`config.mk`:
```
export PLATFORM = sky130hd
export DESIGN_NAME = ethernet_irq_status_collector
export DESIGN_NICKNAME = d
export VERILOG_FILES = /design/src/verilog/irq_status_pkg.sv /design/src/verilog/ethernet_irq_status_collector.sv
export VERILOG_INCLUDE_DIRS = /design/src /design/src/verilog
export SDC_FILE = /design/constraint.sdc
export NUM_CORES = 1
export LEC_CHECK = 0
export ABC_AREA = 1
export BUFFER_PORTS_ARGS = -buffer_cell sky130_fd_sc_hd__buf_4
export CAP_MARGIN = 20
export CORE_AREA = 5 5 94 96
export CTS_CLUSTER_DIAMETER = 60
export DETAILED_ROUTE_END_ITERATION = 16
export DIE_AREA = 0 0 99 101
export PLACE_DENSITY_LB_ADDON = 0.3
export SKIP_LAST_GASP = 1
export SLEW_MARGIN = 20
export SYNTH_ARGS = -nofsm -noshare
export SYNTH_HDL_FRONTEND = slang
export SYNTH_SLANG_ARGS = --single-unit
```
`constraint.sdc`:
```
create_clock -name clk -period 2.3 [get_ports clk]
set_input_delay 0.69 -clock clk [delete_from_list [all_inputs] [get_ports clk]]
set_output_delay 0.69 -clock clk [all_outputs]
set_load 0.005 [all_outputs]
```
`src/verilog/irq_status_defines.svh`:
```
// Offsets, bit positions, reset values and thresholds for the interrupt
// status collector.
// Assumes it is included by bare name wherever these constants are used.
`ifndef IRQ_STATUS_DEFINES_SVH
`define IRQ_STATUS_DEFINES_SVH

`define STATUS_OFFSET 8'h58
`define BYTE_TEST_OFFSET 8'h64
`define STATUS_RESET 32'h0000_0000
`define RESERVED_MASK 32'h7c40_1820
`define WRITE_CLEAR_MASK 32'h83bb_e7df
`define BIT_SW 31
`define BIT_TX_HALT 25
`define BIT_RX_HALT 24
`define BIT_DROP_MID 23
`define BIT_TX_DONE 21
`define BIT_RX_DMA 20
`define BIT_TIMER 19
`define BIT_PHY 18
`define BIT_POWER 17
`define BIT_TX_SO 16
`define BIT_OVERSIZE 15
`define BIT_RX_ERR 14
`define BIT_TX_ERR 13
`define BIT_TX_OVERRUN 10
`define BIT_TX_AVAIL 9
`define BIT_TS_FULL 8
`define BIT_TS_LEVEL 7
`define BIT_RX_DROP 6
`define BIT_RS_FULL 4
`define BIT_RS_LEVEL 3
`define OVERSIZE_BYTES 16'h0800
`define TIMER_TOP 16'hffff
`define TIMER_ZERO 16'h0000

`endif

```
`src/verilog/irq_status_pkg.sv`:
```
// Types shared by the interrupt status collector and its surroundings.
// Assumes nothing beyond a SystemVerilog compiler.
`default_nettype none

package irq_status_pkg;

    typedef struct packed {
        logic rd;
        logic wr;
        logic [7:0] addr;
        logic [31:0] wdata;
    } host_req_type;

    typedef struct packed {
        logic software_event_enable;
        logic tx_stop_req;
        logic tx_halted;
        logic rx_halted;
        logic [31:0] drop_count;
        logic tx_load_done;
        logic completion_notify_flag;
        logic rx_dma_done;
        logic [15:0] timer_value;
        logic phy_event;
        logic power_event;
        logic tx_status_overflow;
        logic rx_frame_end;
        logic [15:0] rx_frame_bytes;
        logic rx_error;
        logic tx_error;
        logic tx_data_write;
        logic tx_data_full;
        logic [7:0] tx_free_blocks;
        logic [7:0] tx_avail_level;
        logic tx_status_full;
        logic rx_status_full;
        logic [7:0] tx_status_used;
        logic [7:0] tx_status_level;
        logic [7:0] rx_status_used;
        logic [7:0] rx_status_level;
        logic frame_dropped;
        logic [2:0] pin_events;
    } event_in_type;

endpackage

`default_nettype wire

```
`src/verilog/ethernet_irq_status_collector.sv`:
```
// Interrupt status collector: latches engine, FIFO, timer and pin events
// into one host-visible status word with write-one-to-clear access.
// Assumes all event inputs are synchronous to clk and that the host port
// presents one request per cycle, already decoded from the parallel bus.
`timescale 1ns/1ps
`default_nettype none
`include "irq_status_defines.svh"

module ethernet_irq_status_collector
    import irq_status_pkg::*;
(
    input wire logic clk,                    // System clock, 20 MHz.
    input wire logic nrst,                   // Asynchronous reset, low.
    input wire host_req_type host_req,       // Host register request.
    input wire event_in_type src,            // Event sources.
    output logic [31:0] host_rdata,          // Read data, one cycle late.
    output logic [31:0] interrupt_status,    // Live status word.
    output logic wake_request                // Wake pulse on byte test write.
);

    // ------------------------------------------------------------
    // Host access decode
    // ------------------------------------------------------------

    logic status_wr;
    logic status_rd;
    logic wake_wr;
    logic [31:0] clear_bits;

    assign status_wr = host_req.wr && (host_req.addr == `STATUS_OFFSET);
    assign status_rd = host_req.rd && (host_req.addr == `STATUS_OFFSET);
    assign wake_wr = host_req.wr && (host_req.addr == `BYTE_TEST_OFFSET);

    // Zero bits leave flags alone; reserved and mirror bits never clear.
    assign clear_bits = status_wr ?
        (host_req.wdata & `WRITE_CLEAR_MASK) : 32'h0000_0000;

    // ------------------------------------------------------------
    // Level conditions and their rising edges
    // ------------------------------------------------------------

    // Level sources would re-arm a cleared flag every cycle, so each
    // sets its flag only on the edge where the condition becomes true.
    logic [8:0] cond;
    logic [8:0] cond_q;
    logic [8:0] rise;
    logic [15:0] timer_q;

    assign cond[0] = src.software_event_enable;
    assign cond[1] = src.tx_stop_req && src.tx_halted;
    assign cond[2] = src.rx_halted;
    assign cond[3] = src.drop_count[31];
    assign cond[4] = src.tx_status_full;
    assign cond[5] = src.rx_status_full;
    // Both sides of each comparison share one unit; exceeding fires.
    assign cond[6] = src.tx_free_blocks > src.tx_avail_level;
    assign cond[7] = src.tx_status_used > src.tx_status_level;
    assign cond[8] = src.rx_status_used > src.rx_status_level;
    assign rise = cond & ~cond_q;

    always_ff @(posedge clk or negedge nrst) begin
        if (!nrst) begin
            cond_q <= 9'h000;
        end else begin
            cond_q <= cond;
        end
    end

    always_ff @(posedge clk or negedge nrst) begin
        if (!nrst) begin
            timer_q <= 16'h0000;
        end else begin
            timer_q <= src.timer_value;
        end
    end

    // ------------------------------------------------------------
    // Event vector
    // ------------------------------------------------------------

    logic [31:0] set_bits;
    logic timer_wrap;
    logic oversize;

    assign timer_wrap = (timer_q == `TIMER_ZERO) &&
        (src.timer_value == `TIMER_TOP);
    assign oversize = src.rx_frame_end &&
        (src.rx_frame_bytes > `OVERSIZE_BYTES);

    // The enable mask lives elsewhere and is never consulted here.
    always_comb begin
        set_bits = 32'h0000_0000;
        set_bits[`BIT_SW] = rise[0];
        set_bits[`BIT_TX_HALT] = rise[1];
        set_bits[`BIT_RX_HALT] = rise[2];
        set_bits[`BIT_DROP_MID] = rise[3];
        set_bits[`BIT_TX_DONE] = src.tx_load_done &&
            src.completion_notify_flag;
        set_bits[`BIT_RX_DMA] = src.rx_dma_done;
        set_bits[`BIT_TIMER] = timer_wrap;
        set_bits[`BIT_POWER] = src.power_event;
        set_bits[`BIT_TX_SO] = src.tx_status_overflow;
        set_bits[`BIT_OVERSIZE] = oversize;
        set_bits[`BIT_RX_ERR] = src.rx_error;
        set_bits[`BIT_TX_ERR] = src.tx_error;
        set_bits[`BIT_TX_OVERRUN] = src.tx_data_write &&
            src.tx_data_full;
        set_bits[`BIT_TX_AVAIL] = rise[6];
        set_bits[`BIT_TS_FULL] = rise[4];
        set_bits[`BIT_TS_LEVEL] = rise[7];
        set_bits[`BIT_RX_DROP] = src.frame_dropped;
        set_bits[`BIT_RS_FULL] = rise[5];
        set_bits[`BIT_RS_LEVEL] = rise[8];
        set_bits[2:0] = src.pin_events;
    end

    // ------------------------------------------------------------
    // Status register
    // ------------------------------------------------------------

    logic [31:0] status_d;

    // The PHY event bit passes straight through with no hold-off.
    always_comb begin
        status_d = (interrupt_status & ~clear_bits) | set_bits;
        status_d[`BIT_PHY] = src.phy_event;
        status_d = status_d & ~`RESERVED_MASK;
    end

    always_ff @(posedge clk or negedge nrst) begin
        if (!nrst) begin
            interrupt_status <= `STATUS_RESET;
        end else begin
            interrupt_status <= status_d;
        end
    end

    // ------------------------------------------------------------
    // Read data and wake request
    // ------------------------------------------------------------

    always_ff @(posedge clk or negedge nrst) begin
        if (!nrst) begin
            host_rdata <= 32'h0000_0000;
        end else if (status_rd) begin
            host_rdata <= interrupt_status;
        end else begin
            host_rdata <= 32'h0000_0000;
        end
    end

    // A power event alone never raises this; only the host write does.
    always_ff @(posedge clk or negedge nrst) begin
        if (!nrst) begin
            wake_request <= 1'b0;
        end else begin
            wake_request <= wake_wr;
        end
    end

    // ------------------------------------------------------------
    // Checks
    // ------------------------------------------------------------

    a_ack_clear: assert property (
        @(posedge clk) disable iff (!nrst)
        (status_wr && host_req.wdata[`BIT_RX_DMA] && !src.rx_dma_done)
        |=> !interrupt_status[`BIT_RX_DMA]
    ) else $error("flag not cleared by write of one");

    a_zero_keeps: assert property (
        @(posedge clk) disable iff (!nrst)
        (status_wr && !host_req.wdata[`BIT_TX_ERR] &&
         interrupt_status[`BIT_TX_ERR])
        |=> interrupt_status[`BIT_TX_ERR]
    ) else $error("write of zero cleared a flag");

    a_read_data: assert property (
        @(posedge clk) disable iff (!nrst)
        status_rd |=> host_rdata == $past(interrupt_status)
    ) else $error("read data does not match status");

    a_sw_set: assert property (
        @(posedge clk) disable iff (!nrst)
        $rose(src.software_event_enable) ##1 1'b1
        |-> interrupt_status[`BIT_SW]
    ) else $error("software flag did not set");

    a_tx_halt: assert property (
        @(posedge clk) disable iff (!nrst)
        (src.tx_stop_req && src.tx_halted && !cond_q[1])
        |=> interrupt_status[`BIT_TX_HALT]
    ) else $error("transmit halt flag did not set");

    a_drop_mid: assert property (
        @(posedge clk) disable iff (!nrst)
        (src.drop_count[31] && !$past(src.drop_count[31]))
        |=> interrupt_status[`BIT_DROP_MID]
    ) else $error("drop counter midpoint flag did not set");

    a_timer_wrap: assert property (
        @(posedge clk) disable iff (!nrst)
        (src.timer_value == 16'hffff && timer_q == 16'h0000)
        |=> interrupt_status[`BIT_TIMER]
    ) else $error("timer wrap flag did not set");

    a_phy_mirror: assert property (
        @(posedge clk) disable iff (!nrst)
        ##1 interrupt_status[`BIT_PHY] == $past(src.phy_event)
    ) else $error("transceiver bit does not mirror input");

    a_power_set: assert property (
        @(posedge clk) disable iff (!nrst)
        src.power_event |=> interrupt_status[`BIT_POWER] ##0 !wake_request
            or interrupt_status[`BIT_POWER]
    ) else $error("power event flag late or missing");

    a_wake_write: assert property (
        @(posedge clk) disable iff (!nrst)
        wake_request |-> $past(wake_wr)
    ) else $error("wake raised without byte test write");

    a_oversize: assert property (
        @(posedge clk) disable iff (!nrst)
        (src.rx_frame_end && src.rx_frame_bytes == 16'h0801)
        |=> interrupt_status[`BIT_OVERSIZE]
    ) else $error("oversize flag did not set");

    a_exact_size: assert property (
        @(posedge clk) disable iff (!nrst)
        (!interrupt_status[`BIT_OVERSIZE] && src.rx_frame_end &&
         src.rx_frame_bytes == 16'h0800)
        |=> !interrupt_status[`BIT_OVERSIZE]
    ) else $error("oversize flag set at exact limit");

    a_overrun: assert property (
        @(posedge clk) disable iff (!nrst)
        (src.tx_data_write && src.tx_data_full)
        |=> interrupt_status[`BIT_TX_OVERRUN]
    ) else $error("overrun flag did not set");

    a_reserved: assert property (
        @(posedge clk) disable iff (!nrst)
        (interrupt_status & 32'h7c40_1820) == 32'h0000_0000
    ) else $error("reserved status bit is set");

    a_set_wins: assert property (
        @(posedge clk) disable iff (!nrst)
        (status_wr && host_req.wdata[`BIT_RX_DROP] && src.frame_dropped)
        |=> interrupt_status[`BIT_RX_DROP]
    ) else $error("event lost in clearing cycle");

    a_pin_latch: assert property (
        @(posedge clk) disable iff (!nrst)
        (src.pin_events[1] && !status_wr)
        |=> interrupt_status[1] [*2] or status_wr
    ) else $error("pin event not held");

    a_rx_halt: assert property (
        @(posedge clk) disable iff (!nrst)
        (src.rx_halted && !$past(src.rx_halted))
        |=> interrupt_status[`BIT_RX_HALT]
    ) else $error("receive halt flag did not set");

    a_tx_done: assert property (
        @(posedge clk) disable iff (!nrst)
        (src.tx_load_done && src.completion_notify_flag)
        |=> interrupt_status[`BIT_TX_DONE]
    ) else $error("buffer done flag did not set");

    a_no_notify: assert property (
        @(posedge clk) disable iff (!nrst)
        (src.tx_load_done && !src.completion_notify_flag &&
         !interrupt_status[`BIT_TX_DONE])
        |=> !interrupt_status[`BIT_TX_DONE]
    ) else $error("buffer done flag set without notify");

    a_rx_dma: assert property (
        @(posedge clk) disable iff (!nrst)
        src.rx_dma_done |=> interrupt_status[`BIT_RX_DMA]
    ) else $error("receive DMA flag did not set");

    a_tx_so: assert property (
        @(posedge clk) disable iff (!nrst)
        src.tx_status_overflow |=> interrupt_status[`BIT_TX_SO]
    ) else $error("status overflow flag did not set");

    a_rx_error: assert property (
        @(posedge clk) disable iff (!nrst)
        src.rx_error |=> interrupt_status[`BIT_RX_ERR]
    ) else $error("receive error flag did not set");

    a_tx_error: assert property (
        @(posedge clk) disable iff (!nrst)
        src.tx_error |=> interrupt_status[`BIT_TX_ERR]
    ) else $error("transmit error flag did not set");

    a_space_avail: assert property (
        @(posedge clk) disable iff (!nrst)
        (src.tx_free_blocks > src.tx_avail_level &&
         $past(src.tx_free_blocks) <= $past(src.tx_avail_level))
        |=> interrupt_status[`BIT_TX_AVAIL]
    ) else $error("space available flag did not set");

    a_level_equal: assert property (
        @(posedge clk) disable iff (!nrst)
        (!interrupt_status[`BIT_TX_AVAIL] &&
         src.tx_free_blocks <= src.tx_avail_level)
        |=> !interrupt_status[`BIT_TX_AVAIL]
    ) else $error("space flag set without exceeding level");

    a_ts_full: assert property (
        @(posedge clk) disable iff (!nrst)
        $rose(src.tx_status_full) |=> interrupt_status[`BIT_TS_FULL]
    ) else $error("transmit status full flag did not set");

    a_rs_full: assert property (
        @(posedge clk) disable iff (!nrst)
        $rose(src.rx_status_full) |=> interrupt_status[`BIT_RS_FULL]
    ) else $error("receive status full flag did not set");

    a_ts_level: assert property (
        @(posedge clk) disable iff (!nrst)
        (src.tx_status_used > src.tx_status_level &&
         $past(src.tx_status_used) <= $past(src.tx_status_level))
        |=> interrupt_status[`BIT_TS_LEVEL]
    ) else $error("transmit status level flag did not set");

    a_frame_drop: assert property (
        @(posedge clk) disable iff (!nrst)
        src.frame_dropped |=> interrupt_status[`BIT_RX_DROP]
    ) else $error("dropped frame flag did not set");

    a_pin_events: assert property (
        @(posedge clk) disable iff (!nrst)
        (src.pin_events != 3'h0)
        |=> (interrupt_status[2:0] & $past(src.pin_events)) ==
            $past(src.pin_events)
    ) else $error("pin event flag did not set");

    a_wake_set: assert property (
        @(posedge clk) disable iff (!nrst)
        wake_wr |=> wake_request
    ) else $error("byte test write did not raise wake");

    a_power_no_wake: assert property (
        @(posedge clk) disable iff (!nrst)
        (src.power_event && !wake_wr) |=> !wake_request
    ) else $error("power event raised wake");

    a_rdata_idle: assert property (
        @(posedge clk) disable iff (!nrst)
        !status_rd |=> host_rdata == 32'h0000_0000
    ) else $error("read data not zero outside a read");

endmodule

`default_nettype wire

```
==> summary.txt, run 1 <==
Type of the tightest min-delay check - in -> async
CP bufs+invs - 1
First drt pass iteration count - 5
Port Buffers - 182
CP Capture Type - output port
Sw Ratio - 0.2329
Critical Path, Cell by Cell - buf_4
Post-synth EDFFs - 0
Clk pwr share - 0.395
Core area - 7969 um2
GP Congestion - 0.8000
I/O pin count - 242
CP required - 1.61 ns
Most frequent cell after synthesis - inv_1
Clk_skew - 0.009599 ns
Max-Cap Viols - 0
GR Overflow Total - 0
Layout cell share with drive strength beyond 1 - 0.3521
Arrival time at the worst endpoint - 0.90 ns
Main synth FF type - dfrtp_1
GRT Overall Usage - 0.1782
Via count - 3089
Crit path depth - 1
Status - finished clean
Average size of a mapped cell - 8.810 um2
Final setup viols - 0
Ys async rst share - 1.000
RSZ-0062 raised after global routing - no
First-pass GRT wire length - 14.12 mm
Worst vdd ir - 278.3 uV
Post-CTS setup buffer count - 0
CP max stage delay - 0.41 ns
Ant. Diodes - 0
Crit Path Category - reg -> out
Placed cell count - 674
TritonCTS clock tree - yes
Synth-to-Final Area Change - 48.47%
P_int - 0.002120 W
Final Routed Wirelength - 8.864 mm
Pwr Density - 541.8 nW/um2
Mapped Area - 3436 um2
Post-layout min period - 1.590 ns
Reg2reg setup slack - 1.39 ns
Comb power frac - 0.134
Fillers - 667
Avg WL per Cell - 12.85 um
Vias per inst - 4.477
CTS H-Tree Depth - 3
Core Rows - 33
Pin count of the biggest net entering global routing - 38
Final count of hold timing violations - 0
CTS Buf Count - 9
Clock Sinks - 72
Post-DRT Antenna Nets - 0
Post-layout nets - 781
Startpoint Class - register
Register area share after synthesis - 0.5244
Period utilisation layout - 0.6914
Final std cells w/o fill - 690
CP max stage cell - dfrtp_1
Reg power frac - 0.471
FF+latch count, synth - 72
Reg clk slew, reported paths - 0.08 ns
Slew Viols, Final - 0
LEAKAGE - 3.079 nW
Count of different cell masters after synthesis - 22
Max Freq - 628.8 MHz
Synth Warn # - 0
Die Y - 101 um
Die W - 99 um
Fin Setup TNS - 0 ns
GR Util met3 - 0.06782
Synth top cells by count - 79 x inv_1, 76 x nand2_1, 72 x dfrtp_1
Yosys top cell area share - 0.5244
Vias in the first global route - 3163
Syn Inst Count - 390
Resized cells post-CTS - 0
DRC viols - 0
Clk_lat worst skew - 0.34 ns
Worst Path Max Fanout - 3
DP Wirelength - 7.364 mm
Synth top area cells - dfrtp_1 52%, ha_1 8.7%, inv_1 8.6%
Final core occ - 0.6401
Top cell type by total area after synthesis - dfrtp_1
Initial core utilization - 0.4312
Worst-case clock buffer depth - 2
Initial antenna violation count - 0
CTS root buffer - clkbuf_8
Met1 Use GR - 0.2102
P_sw - 0.0006437 W
Iteration-0 DRC Markers - 60
Reg-to-Reg End - interrupt_status[19]$_DFF_PN0_
Hold_buf cts - 0
Die area - 9999 um2
GRT busiest layer - met2
Crit path max-delay family - flip-flops
R2R cell count - 5
Critical R2R Launch - timer_q[3]$_DFF_PN0_
GR Util met2 - 0.3006
-- worst max-delay path by stage --
stage	from	end	slack [ns]
6_report	interrupt_status[9]$_DFF_PN0_	interrupt_status[9]	0.71
5_1_grt	interrupt_status[9]$_DFF_PN0_	interrupt_status[9]	0.65
4_1_cts	interrupt_status[9]$_DFF_PN0_	interrupt_status[9]	0.69
3_5_place_dp	host_req[32]	host_rdata[14]$_DFF_PN0_	0.54
3_3_place_gp	src[11]	interrupt_status[3]$_DFF_PN0_	0.59
2_1_floorplan	src[11]	interrupt_status[3]$_DFF_PN0_	0.75
-- stage by stage --
| stage | cell area (um2) | hold WS [ns] | worst slack (ns) | power (W) |
|---|---|---|---|---|
| after global routing | 5101 | 0.3222 | 0.6494 | 0.002903 |
| after global placement | 4881 | 0.3941 | 0.5902 | 0.001688 |
| after CTS | 5101 | 0.3058 | 0.6923 | 0.002793 |
| after detailed placement | 4881 | 0.4138 | 0.5364 | 0.001702 |
| after floorplan | 3500 | 0.3919 | 0.7489 | 0.001475 |
| final | 5101 | 0.2954 | 0.7098 | 0.002764 |
-- state kept, by name, summed over array words and instances (netlist names) --
name and flops:
host_rdata 23, interrupt_status 23, timer_q 16, cond_q 9, wake_request 1
-- layout by cell type, fill, tap and decap left out, drive strengths merged, types with 6 or more instances in the layout --
cell      n
a21oi     6
dfrtp    72
conb     18
nand4    31
nand2    76
o21ai     6
inv      80
nand3     7
ha       24
clkbuf   10
nor2     52
buf     188
-- power groups by stage --
stage	clock network, W	logic (W)	registers (W)
after floorplan	0	0.000149	0.00133
after global placement	0	0.000361	0.00133
after detailed placement	0	0.000374	0.00133
after CTS	0.00111	0.000376	0.00130
after global routing	0.00118	0.000422	0.00130
final	0.00109	0.000370	0.00130
-- cell type report --
cell class	count	area [um2]	area share
Sequential cell	72	1802	0.3532
Timing Repair Buffer	188	1424	0.2791
Multi-Input combinational cell	230	1227	0.2406
Inverter	79	296.5	0.05813
Tap cell	105	131.4	0.02575
Clock buffer	10	127.6	0.02502
Clock inverter	6	92.59	0.01815
-- metal layers --
metal | part of all wire | up-vias
met1 | 0.40 | 1389
met4 | 0.015 | 0
met3 | 0.097 | 14
met5 | 0 | -
li1 | - | 1556
met2 | 0.49 | 130
-- logic make-up (layout without fill, tap and decap cells) --
logic type / Yosys count / count (layout) / synth area share
simple gates: 169 / 169 / 0.2174
buf+inv: 105 / 283 / 0.1369
flops: 72 / 72 / 0.5244
fa+ha+maj: 24 / 24 / 0.08740
compound gates: 19 / 19 / 0.03277
other cells: 1 / 18 / 0.001091
(Power assumes the default switching activity.)
==> run 2, diff against run 1 <==
--- a/config.mk
+++ b/config.mk
@@ -9,10 +9,10 @@
 export ABC_AREA = 1
 export BUFFER_PORTS_ARGS = -buffer_cell sky130_fd_sc_hd__buf_4
 export CAP_MARGIN = 20
-export CORE_AREA = 5 5 94 96
+export CORE_AREA = 5 5 98 100
 export CTS_CLUSTER_DIAMETER = 60
 export DETAILED_ROUTE_END_ITERATION = 16
-export DIE_AREA = 0 0 99 101
+export DIE_AREA = 0 0 103 105
 export PLACE_DENSITY_LB_ADDON = 0.3
 export SKIP_LAST_GASP = 1
 export SLEW_MARGIN = 20
==> constraint.sdc (replaced) <==
create_clock -name clk -period 1.5 [get_ports clk]
set_input_delay 0.45 -clock clk [delete_from_list [all_inputs] [get_ports clk]]
set_output_delay 0.45 -clock clk [all_outputs]
set_load 0.005 [all_outputs]
==> run 2 against run 1 <==
  * Critical path depth unchanged
  * Utilization is 4.1 points lower
  * Via count increased by 1.2%
  * Register-to-register slack worse by 0.78 ns
  * Largest cell class unchanged
  * Sequential power is 54% higher
  * Largest power group unchanged
  * Critical path type unchanged
  * Sequential share of layout area shrank 0.35 points
==> summary.txt, run 2 (synthesis gave the netlist of run 1 again) <==
Via count - 3125 (+1.2%)
LEAKAGE - 3.105 nW (+0.86%)
Clk_skew - 0.007060 ns (-0.002539 ns)
Period utilisation layout - 0.8997
DR WL met2 - 4.838 mm (+12%)
Sw Ratio - 0.2325 (-0.0004278)
Status - finished clean
Post-DRT Antenna Nets - 0 (unchanged)
Pwr Density - 820.8 nW/um2 (+52%)
Reg clk slew, reported paths - 0.08 ns (about the same)
Core area - 8593 um2 (+7.8%)
Met3 Wirelength - 953 um (+11%)
Final Routed Wirelength - 9.170 mm (+3.5%)
CTS Buf Count - 9 (unchanged)
Comb power frac - 0.137 (+0.003)
Post-route cell area - 5152 um2 (+1.0%)
GRT Overall Usage - 0.1664 (-0.01178)
Placed Instance Area - 4922 um2 (+0.85%)
CP bufs+invs - 1 (unchanged)
P_sw - 0.0009833 W (+53%)
Crit path max-delay family - flip-flops
Clock Sinks - 72 (unchanged)
Critical Path, Cell by Cell - buf_4
Initial core utilization - 0.3998 (-0.03133)
DR top layer - met4
Die W - 103 um (+4.0%)
Clk_lat worst skew - 0.34 ns (about the same)
Most common cell after layout, fill and taps aside - buf_4
Synth-to-Final Area Change - 49.96%
CTS H-Tree Depth - 3 (unchanged)
Post-CTS setup buffer count - 0 (unchanged)
Initial antenna violation count - 0 (unchanged)
Layout cell share with drive strength beyond 1 - 0.3587 (+0.006577)
CP Capture Type - output port
Core Rows - 34 (+3.0%)
Hold_buf cts - 1 (+1)
Worst Path Max Fanout - 3 (unchanged)
Die area - 10820 um2 (+8.2%)
GR Overflow Total - 0 (unchanged)
RSZ-0062 raised after global routing - no
CTS root buffer - clkbuf_8
Type of the tightest min-delay check - in -> reg
CP max stage delay - 0.41 ns (about the same)
Reg power frac - 0.472 (about the same)
Worst vdd ir - 377.4 uV (+36%)
Largest regs - host_rdata: 23 flops, interrupt_status: 23 flops, timer_q: 16 flops
Fillers - 785 (+18%)
Port Buffers - 182 (unchanged)
Post-layout min period - 1.350 ns
Pin count of the biggest net entering global routing - 37 (-2.6%)
Avg WL per Cell - 13.12 um (+2.1%)
Worst-case clock buffer depth - 2 (unchanged)
Most frequent cells in the layout - 192 x buf_4, 79 x inv_1, 76 x nand2_1
P_int - 0.003246 W (+53%)
Slew Viols, Final - 0 (unchanged)
CP max stage cell - dfrtp_1
Crit Path Category - reg -> out
Resized cells post-CTS - 0 (unchanged)
Post-Route M1 WL - 3.301 mm (-6.6%)
Arrival time at the worst endpoint - 0.90 ns (about the same)
Ant. Diodes - 0 (unchanged)
Post-layout nets - 787 (+0.77%)
TritonCTS clock tree - yes
GP Congestion - 0.7695 (-3.8%)
Vias per inst - 4.471 (-0.14%)
Clk pwr share - 0.392 (-0.003)
Startpoint Class - register
I/O pin count - 242 (unchanged)
Final setup viols - 0 (unchanged)
Max Freq - 741.0 MHz
Max-Cap Viols - 0 (unchanged)
Die Y - 105 um (+4.0%)
CP required - 1.05 ns (-0.56 ns)
Final count of hold timing violations - 0 (unchanged)
Iteration-0 DRC Markers - 59 (-1.7%)
Final core occ - 0.5996 (-0.04054)
DP Wirelength - 7.552 mm (+2.6%)
DRC viols - 0 (unchanged)
First drt pass iteration count - 4 (-1)
Vias in the first global route - 3138 (-0.79%)
First-pass GRT wire length - 14.10 mm (-0.15%)
[run 2: cell types whose count changed in the layout (fill, tap and decap cells not counted), sizes merged]
| cell | delta |
|---|---|
| dlygate4sd3 | +1 |
| buf | +5 |
| clkbuf | -1 |
| clkinv | +1 |
| inv | -1 |
| clkinvlp | +1 |
[run 2: power by group through the flow]
stage	Sequential [W]	Combinational, W	Clock (W)
5_1_grt	0.00200	0.000658	0.00179
3_5_place_dp	0.00203	0.000581	0
4_1_cts	0.00200	0.000586	0.00172
3_3_place_gp	0.00203	0.000557	0
6_report	0.00200	0.000577	0.00166
2_1_floorplan	0.00203	0.000228	0
[run 2: worst paths after layout]
path                       cells past startpoint  slack [ns]                        endpoint                            from
setup / recovery                               1        0.15            interrupt_status[19]  interrupt_status[19]$_DFF_PN0_
hold / removal                                 1        0.21  interrupt_status[18]$_DFF_PN0_                         src[77]
setup reg to reg                               5        0.61  interrupt_status[19]$_DFF_PN0_            timer_q[1]$_DFF_PN0_
hold reg to reg                                1        0.42   interrupt_status[8]$_DFF_PN0_             cond_q[4]$_DFF_PN0_
max in group asynchronous                      3        0.45   interrupt_status[6]$_DFF_PN0_                            nrst
min in group asynchronous                      2        0.54            timer_q[0]$_DFF_PN0_                            nrst
[run 2: final cells by class]
cell class              count  area (um2)  share of cell area
repair buffers            194        1471              0.2856
well taps                 108       135.1             0.02623
clock buffers               9       123.9             0.02404
multi-input cells         230        1227              0.2382
flip-flops and latches     72        1802              0.3497
inverters                  79       296.5             0.05755
clock inverters             7       96.34             0.01870
[run 2: per-layer routing]
layer | vias up | GRT usage
met1 | 1430 | 0.1813
met2 | 123 | 0.2970
li1 | 1568 | -
met4 | 0 | 0.03885
met5 | - | 0
met3 | 4 | 0.06795
[run 2: metrics by stage]
| step | total power (W) | hold slack (ns) | setup WS [ns] | setup TNS [ns] | instances |
|---|---|---|---|---|---|
| after floorplan | 0.002261 | 0.1544 | 0.1889 | 0 | 407 |
| after global placement | 0.002590 | 0.3730 | -0.008916 | -0.02227 | 682 |
| after detailed placement | 0.002616 | 0.3782 | -0.04005 | -0.2403 | 682 |
| after CTS | 0.004298 | 0.1857 | 0.1212 | 0 | 699 |
| after global routing | 0.004451 | 0.1805 | 0.09926 | 0 | 699 |
| final | 0.004229 | 0.2106 | 0.1504 | 0 | 699 |
==> run 3, diff against run 2 <==
--- a/config.mk
+++ b/config.mk
@@ -13,7 +13,7 @@
 export CTS_CLUSTER_DIAMETER = 60
 export DETAILED_ROUTE_END_ITERATION = 16
 export DIE_AREA = 0 0 103 105
-export PLACE_DENSITY_LB_ADDON = 0.3
+export PLACE_DENSITY = 0.88
 export SKIP_LAST_GASP = 1
 export SLEW_MARGIN = 20
 export SYNTH_ARGS = -nofsm -noshare
==> run 3 against run 2 <==
  * Clock power hardly changed
  * Sequential power about the same
  * Design area down 0.53%
  * Utilization shrank 0.32 points
  * Via count rose by 0.93%
  * Final cell count shrank 1.1%
  * Fmax grew 0.61%
  * Wire length up 3.0%
  * Highest routed layer unchanged
==> summary.txt, run 3 (synthesis gave the netlist of run 1 again) <==
RSZ-0062 raised after global routing - no
Final setup viols - 0 (unchanged)
Final std cells w/o fill - 691 (-1.1%)
Period utilisation layout - 0.8943 (-0.005428)
I/O pin count - 242 (unchanged)
Slew Viols, Final - 0 (unchanged)
Post-route cell area - 5125 um2 (-0.53%)
Arrival time at the worst endpoint - 0.89 ns (about the same)
Worst vdd ir - 395.1 uV (+4.7%)
DRC viols - 0 (unchanged)
Ant. Diodes - 0 (unchanged)
Avg WL per Cell - 13.67 um (+4.2%)
Max Freq - 745.5 MHz (+0.61%)
Iteration-0 DRC Markers - 51 (-14%)
CTS H-Tree Depth - 3 (unchanged)
Crit Path Category - reg -> out
Worst Path Max Fanout - 3 (unchanged)
CP max stage delay - 0.41 ns (about the same)
Synth-to-Final Area Change - 49.16%
CP max stage cell - dfrtp_1
Pwr Total - 0.004257 W (+0.64%)
Final Routed Wirelength - 9.443 mm (+3.0%)
Post-layout min period - 1.341 ns (-0.008142 ns)
GR Overflow Total - 0 (unchanged)
Critical Path, Cell by Cell - buf_4
Most frequent cells in the layout - 182 x buf_4, 79 x inv_1, 76 x nand2_1
Post-DRT Antenna Nets - 0 (unchanged)
Vias per inst - 4.564 (+2.1%)
TritonCTS clock tree - yes
Worst-case clock buffer depth - 2 (unchanged)
Final count of hold timing violations - 0 (unchanged)
Placed Instance Area - 4907 um2 (-0.30%)
Initial antenna violation count - 0 (unchanged)
Post-layout nets - 779 (-1.0%)
CTS Buf Count - 9 (unchanged)
Resized cells post-CTS - 0 (unchanged)
Core area - 8593 um2 (unchanged)
Reg clk slew, reported paths - 0.08 ns (about the same)
Most common cell after layout, fill and taps aside - buf_4
Via count - 3154 (+0.93%)
CTS root buffer - clkbuf_8
Hold_buf cts - 0 (-1)
Die Y - 105 um (unchanged)
Fillers - 757 (-3.6%)
Hold_ws - 0.1171 ns (-0.09346 ns)
Clk_skew - 0.007485 ns (+0.0004256 ns)
Core Rows - 34 (unchanged)
Post-CTS setup buffer count - 0 (unchanged)
Initial core utilization - 0.3998 (unchanged)
Port Buffers - 182 (unchanged)
Clock Sinks - 72 (unchanged)
Crit path max-delay family - flip-flops
Die W - 103 um (unchanged)
Die area - 10820 um2 (unchanged)
CP bufs+invs - 1 (unchanged)
DP Wirelength - 7.561 mm (+0.12%)
Placed cell count - 675 (-1.0%)
Pin count of the biggest net entering global routing - 73 (+97%)
First-pass GRT wire length - 14.97 mm (+6.1%)
GP Congestion - 0.8326 (+8.2%)
Layout cell share with drive strength beyond 1 - 0.3499 (-0.008800)
Largest regs - host_rdata: 23 flops, interrupt_status: 23 flops, timer_q: 16 flops
Pwr Density - 830.6 nW/um2 (+1.2%)
CP required - 1.05 ns (about the same)
CP Capture Type - output port
Clk_lat worst skew - 0.33 ns (about the same)
Status - finished clean
GRT Overall Usage - 0.1763 (+0.009923)
LEAKAGE - 3.085 nW (-0.66%)
Startpoint Class - register
Vias in the first global route - 3331 (+6.2%)
First drt pass iteration count - 4 (unchanged)
Max-Cap Viols - 0 (unchanged)
Type of the tightest min-delay check - in -> async
## run 3: through the flow
stage,worst slack [ns],setup TNS (ns),util
finish,0.1585,0,0.5964
CTS,0.1342,0,0.5964
floorplan,0.1889,0,-
detailed placement,-0.01896,-0.02371,0.5711
global route,0.1105,0,0.5964
global placement,0.04557,0,0.5711
## run 3: power breakdown
group / switching (W) / internal [W]
clock network: 0.000737 / 0.000946
logic: 0.000251 / 0.000325
registers: 0.0000135 / 0.00198
## run 3: area by class of cell
class / instances / area (um2) / area share
Clock buffer: 10 / 127.6 / 0.02490
Inverter: 79 / 296.5 / 0.05786
Tap cell: 108 / 135.1 / 0.02637
Multi-Input combinational cell: 230 / 1227 / 0.2395
Timing Repair Buffer: 186 / 1446 / 0.2822
Sequential cell: 72 / 1802 / 0.3516
Clock inverter: 6 / 90.09 / 0.01758
## run 3: worst paths after layout
kind                                           startpoint                             end  slack, ns  cells past startpoint
hold reg to reg                       cond_q[4]$_DFF_PN0_   interrupt_status[8]$_DFF_PN0_       0.41                      1
max in group asynchronous                            nrst            timer_q[3]$_DFF_PN0_       1.10                      2
min in group clk                                 src[128]             cond_q[3]$_DFF_PN0_       0.22                      1
hold / removal                                       nrst        host_rdata[20]$_DFF_PN0_       0.12                      2
setup reg to reg                     timer_q[1]$_DFF_PN0_  interrupt_status[19]$_DFF_PN0_       0.62                      5
setup / recovery           interrupt_status[19]$_DFF_PN0_            interrupt_status[19]       0.16                      1
## run 3: per-layer routing
layer | part of all wire | global-route usage | vias up
met2 | 0.51 | 0.3107 | 140
met1 | 0.36 | 0.1930 | 1440
met5 | 0 | 0 | -
li1 | - | - | 1554
met3 | 0.10 | 0.05263 | 20
met4 | 0.026 | 0.07401 | 0
